[src/hdl/hsfs_pkg.sv]
// package of the hot swap fault supervisor: states, channels, timing
// assumes one 20 MHz system clock and synchronous comparator inputs
package hsfs_pkg;

  // ==========================================================
  // clock and printed times
  localparam int unsigned CLK_KHZ = 20000;
  localparam int unsigned T_FILT_US = 1000;
  localparam int unsigned T_DWELL_US = 3000;
  localparam int unsigned T_OC_US = 100;
  localparam int unsigned T_OT_US = 12;
  localparam int unsigned T_START_MS = 200;
  localparam int unsigned T_PG_MS = 20;

  // ==========================================================
  // derived cycle counts (least times round up)
  localparam int unsigned FILT_CYC = (T_FILT_US * CLK_KHZ + 999) / 1000;
  localparam int unsigned DWELL_CYC = (T_DWELL_US * CLK_KHZ + 999) / 1000;
  localparam int unsigned OC_CYC = (T_OC_US * CLK_KHZ + 999) / 1000;
  localparam int unsigned OT_CYC = (T_OT_US * CLK_KHZ + 999) / 1000;
  localparam int unsigned START_CYC = T_START_MS * CLK_KHZ;
  localparam int unsigned PG_CYC = T_PG_MS * CLK_KHZ;

  // ==========================================================
  // limits and widths
  localparam int unsigned RETRY_LIMIT = 10;
  localparam int unsigned RETRY_W = 4;
  localparam int unsigned TIMER_W = 23;

  // ==========================================================
  // filter channels
  localparam int unsigned NUM_CH = 8;
  localparam int unsigned CH_DIS = 0;
  localparam int unsigned CH_DISREL = 1;
  localparam int unsigned CH_UV = 2;
  localparam int unsigned CH_UVREL = 3;
  localparam int unsigned CH_OV = 4;
  localparam int unsigned CH_OVREL = 5;
  localparam int unsigned CH_OT = 6;
  localparam int unsigned CH_OC = 7;

  // ==========================================================
  // supervisor states, gray along the start-up path
  typedef enum logic [3:0] {
    HSFS_WAIT     = 4'h0,
    HSFS_CHARGE   = 4'h1,
    HSFS_PGDLY    = 4'h3,
    HSFS_NORMAL   = 4'h2,
    HSFS_OVERCUR  = 4'h6,
    HSFS_DISABLED = 4'h7,
    HSFS_UVFAULT  = 4'h5,
    HSFS_OVFAULT  = 4'h4,
    HSFS_THERMAL  = 4'hC
  } hsfs_state_t;

endpackage : hsfs_pkg

[src/hdl/hsfs_filt_if.sv]
// carrier between the supervisor and one persistence filter
// assumes both ends share clk_sys
`timescale 1ns/10ps
interface hsfs_filt_if;
  logic raw;
  logic qual;
  modport filt (input raw, output qual);
  modport ctl (output raw, input qual);
endinterface : hsfs_filt_if

[src/hdl/hsfs_filter.sv]
// persistence filter: qual rises once raw has held for LIMIT cycles
// assumes raw is synchronous to clk_sys
`timescale 1ns/10ps
module hsfs_filter #(
  parameter int unsigned LIMIT = 2
) (
  // clock and reset
  input wire logic clk_sys,
  input wire logic resetn,
  // indication in, qualified level out
  hsfs_filt_if.filt fif
);

  localparam int unsigned W = $clog2(LIMIT + 1);
  localparam logic [W-1:0] TOP = W'(LIMIT);

  logic [W-1:0] cnt_ff;
  logic [W-1:0] nxt_cnt;

  if (LIMIT < 1) begin : g_chk
    $error("hsfs_filter: LIMIT must be at least one");
  end

  // ==========================================================
  // counter
  // restart on drop
  always_comb begin
    nxt_cnt = cnt_ff;
    if (!fif.raw) begin
      nxt_cnt = '0;
    end else if (cnt_ff != TOP) begin
      nxt_cnt = cnt_ff + W'(1);
    end
  end

  always_ff @(posedge clk_sys or negedge resetn) begin
    if (!resetn) begin
      cnt_ff <= '0;
    end else begin
      cnt_ff <= nxt_cnt;
    end
  end

  assign fif.qual = (cnt_ff == TOP);
endmodule : hsfs_filter

[src/hdl/hsfs_supervisor.sv]
// fault supervisor and restart sequencer of a negative-rail hot swap
// assumes synchronous comparator inputs on clk_sys, active low reset
`timescale 1ns/10ps

// Overview of operation
// short circuit forces gate discharge within one cycle, no filtering
// short circuit enters overcurrent state with its dwell timer
// disable held over 1.0 ms: disabled state, gate off, power good off
// leave disabled after release held over 1.0 ms, then restart
// either disable polarity is filtered and handled identically
// gate turns on only after a full start-up period enabled
// charging begins only while retry counter is below ten
// undervoltage over 1.0 ms: fault, gate off, power good off
// leave undervoltage fault after recovery held over 1.0 ms
// new undervoltage during start-up keeps gate off, timer restarts
// overvoltage over 1.0 ms: fault, gate off, power good off
// leave overvoltage fault after release held over 1.0 ms
// over-temperature over 12 us: gate off, power good off
// after thermal shutdown wait for cooled-down indication
// temperature is watched during start-up and normal operation
// one start-up timer serves first power-up and every retry
// overcurrent after 3.0 ms dwell: off and restart, else resume
// full enhancement plus 20 ms: power good, normal, retries cleared
// thermal or disable in start-up counts a retry, disable at ten clears
// every delay is a clock counter restarting when its input drops; the power good delay runs on if full_enhance drops
// power good outputs are exact complements, inactive from reset
module hsfs_supervisor
  import hsfs_pkg::*;
#(
  parameter int unsigned FILT_CYCLES = FILT_CYC,
  parameter int unsigned DWELL_CYCLES = DWELL_CYC,
  parameter int unsigned OC_CYCLES = OC_CYC,
  parameter int unsigned START_CYCLES = START_CYC,
  parameter int unsigned PG_CYCLES = PG_CYC,
  parameter int unsigned RETRY_MAX = RETRY_LIMIT
) (
  // clock and reset
  input wire logic clk_sys,
  input wire logic resetn,
  // current comparators
  input wire logic short_circuit,
  input wire logic overcurrent,
  // disable request, both polarities
  input wire logic disable_pos,
  input wire logic disable_neg,
  // supply comparators
  input wire logic undervoltage,
  input wire logic overvoltage,
  // temperature comparators
  input wire logic over_temp,
  input wire logic cooled_down,
  // gate driver feedback
  input wire logic full_enhance,
  // gate driver commands
  output logic gate_en_ff,
  output logic fast_discharge_ff,
  // power good pair
  output logic power_good_high_ff,
  output logic power_good_low_ff,
  // status
  output hsfs_state_t state_ff,
  output logic [RETRY_W-1:0] retry_ff
);

  localparam logic [TIMER_W-1:0] START_END = TIMER_W'(START_CYCLES - 1);
  localparam logic [TIMER_W-1:0] PG_END = TIMER_W'(PG_CYCLES - 1);
  localparam logic [TIMER_W-1:0] DWELL_END = TIMER_W'(DWELL_CYCLES - 1);
  localparam logic [RETRY_W-1:0] RMAX = RETRY_W'(RETRY_MAX);
  localparam int unsigned LIM [NUM_CH] = '{
    FILT_CYCLES + 1, FILT_CYCLES + 1, FILT_CYCLES + 1, FILT_CYCLES + 1,
    FILT_CYCLES + 1, FILT_CYCLES + 1, OT_CYC + 1, OC_CYCLES + 1};

  if (START_CYCLES < 1 || PG_CYCLES < 1 || DWELL_CYCLES < 1 ||
      FILT_CYCLES < 1 || OC_CYCLES < 1 ||
      START_CYCLES >= (1 << TIMER_W) || PG_CYCLES >= (1 << TIMER_W) ||
      DWELL_CYCLES >= (1 << TIMER_W) || RETRY_MAX < 1 ||
      RETRY_MAX >= (1 << RETRY_W)) begin : g_chk
    $error("hsfs_supervisor: counts do not fit the timer or retry width");
  end

  // ==========================================================
  // input filters
  logic dis_any;
  logic [NUM_CH-1:0] raw;
  logic [NUM_CH-1:0] q;

  // polarities merged
  assign dis_any = disable_pos | disable_neg;
  assign raw[CH_DIS] = dis_any;
  assign raw[CH_DISREL] = !dis_any;
  assign raw[CH_UV] = undervoltage;
  assign raw[CH_UVREL] = !undervoltage;
  assign raw[CH_OV] = overvoltage;
  assign raw[CH_OVREL] = !overvoltage;
  assign raw[CH_OT] = over_temp;
  assign raw[CH_OC] = overcurrent;

  for (genvar i = 0; i < NUM_CH; i++) begin : g_filt
    hsfs_filt_if fif ();
    assign fif.raw = raw[i];
    assign q[i] = fif.qual;
    // persistence counters
    hsfs_filter #(.LIMIT(LIM[i])) u_filt (
      .clk_sys (clk_sys),
      .resetn (resetn),
      .fif (fif)
    );
  end

  // ==========================================================
  // sequencer
  hsfs_state_t nxt_state;
  logic [TIMER_W-1:0] tmr_ff;
  logic [TIMER_W-1:0] nxt_tmr;
  logic [RETRY_W-1:0] nxt_retry;
  logic start_ok;
  logic in_startup;

  // conditions watched in start-up
  assign start_ok = !dis_any && !undervoltage && !overvoltage && !over_temp;
  assign in_startup = (state_ff == HSFS_WAIT) || (state_ff == HSFS_CHARGE) ||
                      (state_ff == HSFS_PGDLY);

  always_comb begin
    nxt_state = state_ff;
    nxt_tmr = tmr_ff;
    nxt_retry = retry_ff;
    if (state_ff == HSFS_DISABLED) begin
      // release filtered
      if (q[CH_DISREL]) begin
        nxt_state = HSFS_WAIT;
        nxt_tmr = '0;
      end
    end else if (q[CH_DIS]) begin
      // disable entry
      nxt_state = HSFS_DISABLED;
      nxt_tmr = '0;
      if (retry_ff == RMAX) begin
        nxt_retry = '0;
      end else if (in_startup) begin
        nxt_retry = retry_ff + RETRY_W'(1);
      end
    end else if (state_ff == HSFS_THERMAL) begin
      // wait for cool-down
      if (cooled_down) begin
        nxt_state = HSFS_WAIT;
        nxt_tmr = '0;
      end
    end else if (q[CH_OT]) begin
      // thermal shutdown
      nxt_state = HSFS_THERMAL;
      nxt_tmr = '0;
      if (in_startup && retry_ff != RMAX) begin
        nxt_retry = retry_ff + RETRY_W'(1);
      end
    end else if (state_ff == HSFS_UVFAULT) begin
      // supply recovered
      if (q[CH_UVREL]) begin
        nxt_state = HSFS_WAIT;
        nxt_tmr = '0;
      end
    end else if (q[CH_UV]) begin
      // undervoltage fault
      nxt_state = HSFS_UVFAULT;
      nxt_tmr = '0;
    end else if (state_ff == HSFS_OVFAULT) begin
      // overvoltage released
      if (q[CH_OVREL]) begin
        nxt_state = HSFS_WAIT;
        nxt_tmr = '0;
      end
    end else if (q[CH_OV]) begin
      // overvoltage fault
      nxt_state = HSFS_OVFAULT;
      nxt_tmr = '0;
    end else begin
      case (state_ff)
        HSFS_WAIT: begin
          // full period
          if (!start_ok) begin
            nxt_tmr = '0;
          end else if (tmr_ff != START_END) begin
            nxt_tmr = tmr_ff + TIMER_W'(1);
          end else if (retry_ff < RMAX) begin
            // retry gate
            nxt_state = HSFS_CHARGE;
            nxt_tmr = '0;
          end
        end
        HSFS_CHARGE: begin
          if (full_enhance) begin
            nxt_state = HSFS_PGDLY;
            nxt_tmr = '0;
          end
        end
        HSFS_PGDLY: begin
          // power good delay
          if (tmr_ff != PG_END) begin
            nxt_tmr = tmr_ff + TIMER_W'(1);
          end else begin
            nxt_state = HSFS_NORMAL;
            nxt_tmr = '0;
            nxt_retry = '0;
          end
        end
        HSFS_NORMAL: begin
          // short circuit joins overcurrent
          if (short_circuit || q[CH_OC]) begin
            nxt_state = HSFS_OVERCUR;
            nxt_tmr = '0;
          end
        end
        HSFS_OVERCUR: begin
          // dwell outcome
          if (!overcurrent && !short_circuit) begin
            nxt_state = HSFS_NORMAL;
            nxt_tmr = '0;
          end else if (tmr_ff != DWELL_END) begin
            nxt_tmr = tmr_ff + TIMER_W'(1);
          end else begin
            nxt_state = HSFS_WAIT;
            nxt_tmr = '0;
          end
        end
        default: begin
          nxt_state = HSFS_WAIT;
          nxt_tmr = '0;
        end
      endcase
    end
  end

  // ==========================================================
  // outputs
  logic nxt_gate;
  logic nxt_pg;
  logic nxt_fast;

  always_comb begin
    nxt_gate = (nxt_state == HSFS_CHARGE) || (nxt_state == HSFS_PGDLY) ||
               (nxt_state == HSFS_NORMAL) || (nxt_state == HSFS_OVERCUR);
    nxt_pg = (nxt_state == HSFS_NORMAL) || (nxt_state == HSFS_OVERCUR);
    // unfiltered fast discharge
    nxt_fast = short_circuit && gate_en_ff;
  end

  always_ff @(posedge clk_sys or negedge resetn) begin
    if (!resetn) begin
      state_ff <= HSFS_WAIT;
      tmr_ff <= '0;
      retry_ff <= '0;
      gate_en_ff <= 1'b0;
      fast_discharge_ff <= 1'b0;
      power_good_high_ff <= 1'b0;
      power_good_low_ff <= 1'b1;
    end else begin
      state_ff <= nxt_state;
      tmr_ff <= nxt_tmr;
      retry_ff <= nxt_retry;
      gate_en_ff <= nxt_gate;
      fast_discharge_ff <= nxt_fast;
      // complementary pair
      power_good_high_ff <= nxt_pg;
      power_good_low_ff <= !nxt_pg;
    end
  end
endmodule : hsfs_supervisor

[config.mk]
export PLATFORM = sky130hd
export DESIGN_NAME = hsfs_supervisor
export DESIGN_NICKNAME = d
export VERILOG_FILES = /design/src/hdl/hsfs_pkg.sv /design/src/hdl/hsfs_filt_if.sv /design/src/hdl/hsfs_filter.sv /design/src/hdl/hsfs_supervisor.sv
export SDC_FILE = /design/constraint.sdc
export NUM_CORES = 1
export LEC_CHECK = 0
export BUFFER_PORTS_ARGS = -buffer_cell sky130_fd_sc_hd__buf_4
export CAP_MARGIN = 20
export CORE_AREA = 2 2 120 122
export DETAILED_ROUTE_END_ITERATION = 8
export DIE_AREA = 0 0 122 124
export MAX_ROUTING_LAYER = met4
export PLACE_DENSITY = 0.75
export SLEW_MARGIN = 10
export SYNTH_ARGS = -nofsm -noshare
export SYNTH_HDL_FRONTEND = slang
export SYNTH_HIERARCHICAL = 1
export SYNTH_SLANG_ARGS = --single-unit
[constraint.sdc]
create_clock -name clk_sys -period 4.2 [get_ports clk_sys]
set_input_delay 0.84 -clock clk_sys [delete_from_list [all_inputs] [get_ports clk_sys]]
set_output_delay 0.84 -clock clk_sys [all_outputs]
set_load 0.02 [all_outputs]
==> Word-level counts from Yosys, hierarchy flattened <==
Index checks and enable logic that the tools add are counted.
{ "word_totals": {"register_bits": 144, "input_bits": 11, "out_inout_bits": 12, "wordCells": 178} }
{ "op_classes": {"n_addsub": 10, "magnitude_cmp": 1, "eq_ne": 53, "muxes": 70, "bitwise_logic": 2, "n_reduce_logical": 27} }
{ "op_table": {"columns": ["cell", "count"], "rows": [
  ["two-way mux 23 bit", 20],
  ["two-way mux 15 bit", 12],
  ["two-way mux 4 bit", 32],
  ["case mux 23 bit (5 select lines)", 1],
  ["adder 15 x 1 -> 15 bit (second input constant)", 6],
  ["equality test 15 bit (second input constant)", 6],
  ["!= test 15 bit (second input constant)", 6],
  ["adder 23 x 1 -> 23 bit (second input constant)", 1],
  ["!= test 23 x 16 -> 1 bit (second input constant)", 1],
  ["!= test 23 x 19 -> 1 bit (second input constant)", 1],
  ["!= test 23 x 22 -> 1 bit (second input constant)", 1],
  ["two-way mux 11 bit", 2],
  ["equality test 4 x 3 -> 1 bit (second input constant)", 5],
  ["case mux 4 bit (5 select lines)", 1],
  ["equality test 4 x 2 -> 1 bit (second input constant)", 4],
  ["two-way mux 8 bit", 2],
  ["!= test 8 bit (second input constant)", 2],
  ["!= test 12 x 6 -> 1 bit (second input constant)", 1],
  ["adder 11 x 1 -> 11 bit (second input constant)", 1],
  ["equality test 11 bit (second input constant)", 1],
  ["!= test 11 bit (second input constant)", 1],
  ["!= test 10 bit (second input constant)", 1],
  ["!= test 10 x 6 -> 1 bit (second input constant)", 1],
  ["!= test 2 x 1 -> 1 bit (second input constant)", 5],
  ["22 further kinds", 49]
]} }

==> Logic depth before layout (Yosys ltp) <==
{ "logic_depth": {"word_depth": 19, "ltp_mapped": 12, "ltp_nobuf": 11} }

==> By module <==
Netlist, hierarchy kept.
{ "by_module_without_submodules": {"columns": ["module", "n_inst", "cells_each", "area_each_um2", "seq_area_each_um2"], "rows": [
  ["hsfs_filter at g_filt[0].u_filt ...", 6, 80, 824.5, 375.4],
  ["hsfs_supervisor", 1, 290, 2506.2, 877.1],
  ["hsfs_filter at g_filt[7].u_filt", 1, 59, 598.1, 275.3],
  ["hsfs_filter at g_filt[6].u_filt", 1, 42, 430.4, 200.2]
]} }

==> Worst setup path after synthesis <==
OpenSTA, ideal clock, no wires.
{ "synth_path": {"kind": "flip-flop to flip-flop", "from": "register g_filt[2].u_filt.cnt_ff[1]", "to": "register tmr_ff[13]", "setup_ns": 0.079, "t_arrival_ns": 2.570, "required_time_ns": 4.121, "path_slack_ns": 1.551, "path_stages_with_launch": 13, "path_buffers": 1, "period_less_slack_ns": 2.649, "path_cell_list": "dfrtp_1 -> inv_1 -> ha_1 -> and3b_1 -> nand4_1 -> inv_1 -> or3_1 -> a2111oi_0 -> o31ai_1 -> a21oi_4 -> buf_6 -> a31oi_1 -> mux2i_1"} }
{ "synth_via": {"elab_chain_len": 7, "elab_cells_between_ends": 12, "classes_between": "5 x eq/ne; 6 x mux; 1 x reduce/logical"} }
{ "synth_rtl": {"columns": ["item", "line_no", "source"], "rows": [
  ["start: declaration", "hsfs_filter.sv:17", "logic [W-1:0] cnt_ff;"],
  ["start signal: assignment", "hsfs_filter.sv:40", "cnt_ff <= nxt_cnt;"],
  ["equality test 15 bit (*)", "hsfs_filter.sv:44", "assign fif.qual = (cnt_ff == TOP);"],
  ["named net g_filt[2].fif.qual", "hsfs_filt_if.sv:6", "logic qual;"],
  ["two-way mux 23 bit", "hsfs_supervisor.sv:162", "end else if (q[CH_UV]) begin"],
  ["two-way mux 23 bit", "hsfs_supervisor.sv:156", "end else if (state_ff == HSFS_UVFAULT) begin"],
  ["two-way mux 23 bit", "hsfs_supervisor.sv:149", "end else if (q[CH_OT]) begin"],
  ["two-way mux 23 bit", "hsfs_supervisor.sv:143", "end else if (state_ff == HSFS_THERMAL) begin"],
  ["two-way mux 23 bit", "hsfs_supervisor.sv:134", "end else if (q[CH_DIS]) begin"],
  ["two-way mux 23 bit", "hsfs_supervisor.sv:128", "if (state_ff == HSFS_DISABLED) begin"],
  ["end signal: assignment", "hsfs_supervisor.sv:258", "tmr_ff <= nxt_tmr;"],
  ["end: declaration", "hsfs_supervisor.sv:113", "logic [TIMER_W-1:0] tmr_ff;"]
]} }
Mark *: on every way through the listed nets, which the timed path passes. The rest lies on a longest branch.
A chain may end at the register's enable or synchronous reset.

==> Worst setup path after layout <==
{ "layout_path": {"from": "register g_filt[2].u_filt.cnt_ff[1]", "to": "register tmr_ff[6]"} }
The elaborated chain is that of the path after synthesis.

==> impl_results.md <==
* Status: finished, final reports clean
* Share of the synthesized area in the top cell type at 42.19%
* Slew Limit Fails at 0
* Clk sinks at 144
* Initial core utilization at 61.82%
* I/O Pins at 23
* Detail Route Antenna Nets at 0
* WS Path Type: register to register
* Post-synth EDFFs at 0
* Fin Setup TNS at 0 ns
* Clk Latency, worst-skew pair at 0.43 ns
* WP data arrival at 3.74 ns
* Net Switching at 0.0008664 W
* DRC viols at 0
* FF-to-FF End: tmr_ff[6]
* Slew Limit Headroom at 36.77%
* RSZ-0062 raised after global routing: no
* Post-CTS Setup Repair Bufs at 0
* Max Cap Viol at 0
* Vias in the first global route at 6528
* Initial antenna violation count at 0
* # hold bufs at CTS at 0
* Crit share post-route at 81.00%
* R2r startpoint: g_filt[2].u_filt/cnt_ff[1]
* Std cell rows at 43
* Reg clk slew, reported paths at 0.06 ns
* Detailed-placement wirelength estimate at 12120 µm
* Clock network power share at 40.0%
* Mux cell area share after synthesis at 1.549%
* Worst R2R Path Depth at 11
* Seq/Total Area, Yosys at 42.50%
* Wirelength, routed at 17760 µm
* Seq pwr share at 46.8%
* Worst Clk Skew at 0.009319 ns
* Mapped Cells at 871
* Placed insts at 1039
* Largest net degree at the start of global routing at 79
* Crit end category: register
* Fin. Hold Viols at 0
* Internal power at 0.002335 W
* Post-synth ARST share at 100.0%
* Layout cells sized above 1 at 9.050%
* Main combinational cell family by area after synthesis: simple AND/OR/NAND/NOR gates
* Top post-synthesis cells by area: dfrtp_1 (42%), xnor2_1 (6.1%), and2_1 (3.5%), nand4_1 (3.4%), nand2_1 (3.2%)
* Worst Tran Pin Value at 0.9454 ns
* Syn_nets at 901
* Top cells by count, synth: dfrtp_1 (143), nand2_1 (73), xnor2_1 (59), nand3_1 (54), and2_1 (47)
* Hold Slack at 0.3941 ns
* GP Congestion at 0.9018
* Post-layout nets at 908
* Logic pwr share at 13.2%
* Dominant synthesized flop cell: dfrtp_1
* Startpoint Class: register
* Via density at 6.274
* Fill cells at 1051
* Area post-placement at 8685 µm²
* Overall Power at 0.003201 W
* Initial DRC Count at 587
* Fmax at 293.9 MHz
* Yosys reg bits at 144
* Post-Syn Area at 8482 µm²
* TritonCTS buffer count at 17
* Reg2reg setup slack at 0.80 ns
* Die width at 122 µm
* Clk root buf: clkbuf_16
* Global-route wire length before repair at 30510 µm
* I/O Buffers at 22
* Worst vdd ir at 305.9 µV
* Number of standard cells in the final layout excluding fillers at 1064
* Overflow after GRT at 0
* N_diodes at 0
* Switching Share at 27.07%
* Placeable Area at 13720 µm²
* Routed len/inst at 16.69 µm
* CTS tree: built
* Die height at 124 µm
* Synth Area in XOR/XNOR at 7.125%
* First-pass DRT Iterations at 5
* Area delta synth->final at 8.040%
* Design Area, Final at 9164 µm²
* Routed via count at 6676
* Compound-Gate Fraction of Synth Area at 10.43%
* Min Tclk post-route at 3.402 ns
* Distinct cell type count after synthesis at 77
* Worst Hold Class: input port to asynchronous set/reset pin
* Static leakage at 3.972 nW
* Power Density at 349.3 nW/µm²
* Largest fanout on the critical path at 23
* Post-synthesis adder-cell area fraction at 2.803%
* Setup violators final at 0
* Synth warn at 6
* GRT Util Overall at 26.07%
* Post-CTS resize count at 0
* Die ar. at 15130 µm²
* Count leader, synth: dfrtp_1
* Post-synthesis simple-gate area fraction at 31.14%
* Critical Path RT at 4.53 ns
* Syn avg cell area at 9.738 µm²
* Synth area leader: dfrtp_1
* # H-tree levels at 4
* CTS max path bufs at 2
==> state kept, by name, indices dropped and copies added (netlist names) <==
register and count:
retry_ff 4, state_ff 4, gate_en_ff 1, fast_discharge_ff 1, tmr_ff 23, power_good_low_ff 1
g_filt.u_filt/cnt_ff 109, power_good_high_ff 1
==> how the worst max path moves through the flow <==
stage,startpoint,end,slack [ns],depth (start not counted)
final,g_filt[2].u_filt/cnt_ff[1],tmr_ff[6],0.80,11
after global routing,g_filt[2].u_filt/cnt_ff[1],tmr_ff[17],0.52,11
after CTS,g_filt[2].u_filt/cnt_ff[1],tmr_ff[6],0.87,11
after detailed placement,g_filt[2].u_filt/cnt_ff[1],tmr_ff[5],0.91,11
after global placement,g_filt[2].u_filt/cnt_ff[1],tmr_ff[19],1.09,11
after floorplan,g_filt[2].u_filt/cnt_ff[1],tmr_ff[13],1.55,12
==> power groups by stage <==
stage	clock network (W)	registers, W	logic (W)
3_3_place_gp	0	0.00152	0.000400
3_5_place_dp	0	0.00152	0.000418
2_1_floorplan	0	0.00150	0.000310
4_1_cts	0.00131	0.00150	0.000420
6_report	0.00128	0.00150	0.000421
5_1_grt	0.00137	0.00151	0.000466
==> layer usage <==
| layer | global-route usage, % | wire length, µm | up-vias |
|---|---|---|---|
| li1 | - | - | 3155 |
| met5 | - | 0 | - |
| met4 | 8.836 | 264 | 0 |
| met3 | 6.822 | 935 | 26 |
| met2 | 41.03 | 8671 | 178 |
| met1 | 32.98 | 7887 | 3317 |
==> through the flow <==
step	worst slack, ns	utilization, %
4_1_cts	0.8720	66.79
3_5_place_dp	0.9082	63.30
3_3_place_gp	1.085	63.30
2_1_floorplan	1.551	-
6_report	0.7980	66.79
5_1_grt	0.5229	66.79
==> critical path: stages (launching register included) <==
cell	delay, ns
dfrtp_1	0.49
inv_1	0.09
ha_1	0.19
and3b_1	0.16
nand4_1	0.22
inv_1	0.18
or3_1	0.33
a2111oi_0	0.59
o31ai_1	0.23
a21oi_4	0.53
nand2_1	0.18
o21ai_0	0.13
==> cell type report <==
cell class	instances	area (µm²)	share of cell area (%)
clock inverter	3	15.01	0.1638
sequential	144	3605	39.34
timing repair buffer	26	211.5	2.307
clock buffer	22	464.2	5.066
tap	180	225.2	2.458
multi-input combinational	654	4512	49.24
inverter	35	131.4	1.434
==> cell families (layout without fill, tap and decap cells) <==
logic type	Yosys count	after routing
flip-flops	144	144
multiplexers	13	13
AND/OR/NAND/NOR	424	424
AO/OA/AOI/OAI	129	129
adder cells (fa/ha/maj)	19	19
buffers and inverters	73	86
XOR/XNOR	69	69
==> layout by cell type, fill, tap and decap left out, drive strengths merged, types with 7 or more instances in the layout <==
cell type and n:
nand3 54, nand2 73, a21oi 14, and4 15, nand4 53, clkbuf 22, or4 12, nand3b 11
and2 47, inv 34, dfrtp 143, nor4 9, or2b 7, xor2 10, and3 19, mux2i 12
nor2 40, xnor2 59, nand2b 11, a31oi 11, or3 22, nor4b 10, buf 26, o21ai 39
nor3b 8, a21boi 22, ha 19, and3b 7
Power figures use the tool's default switching activity.
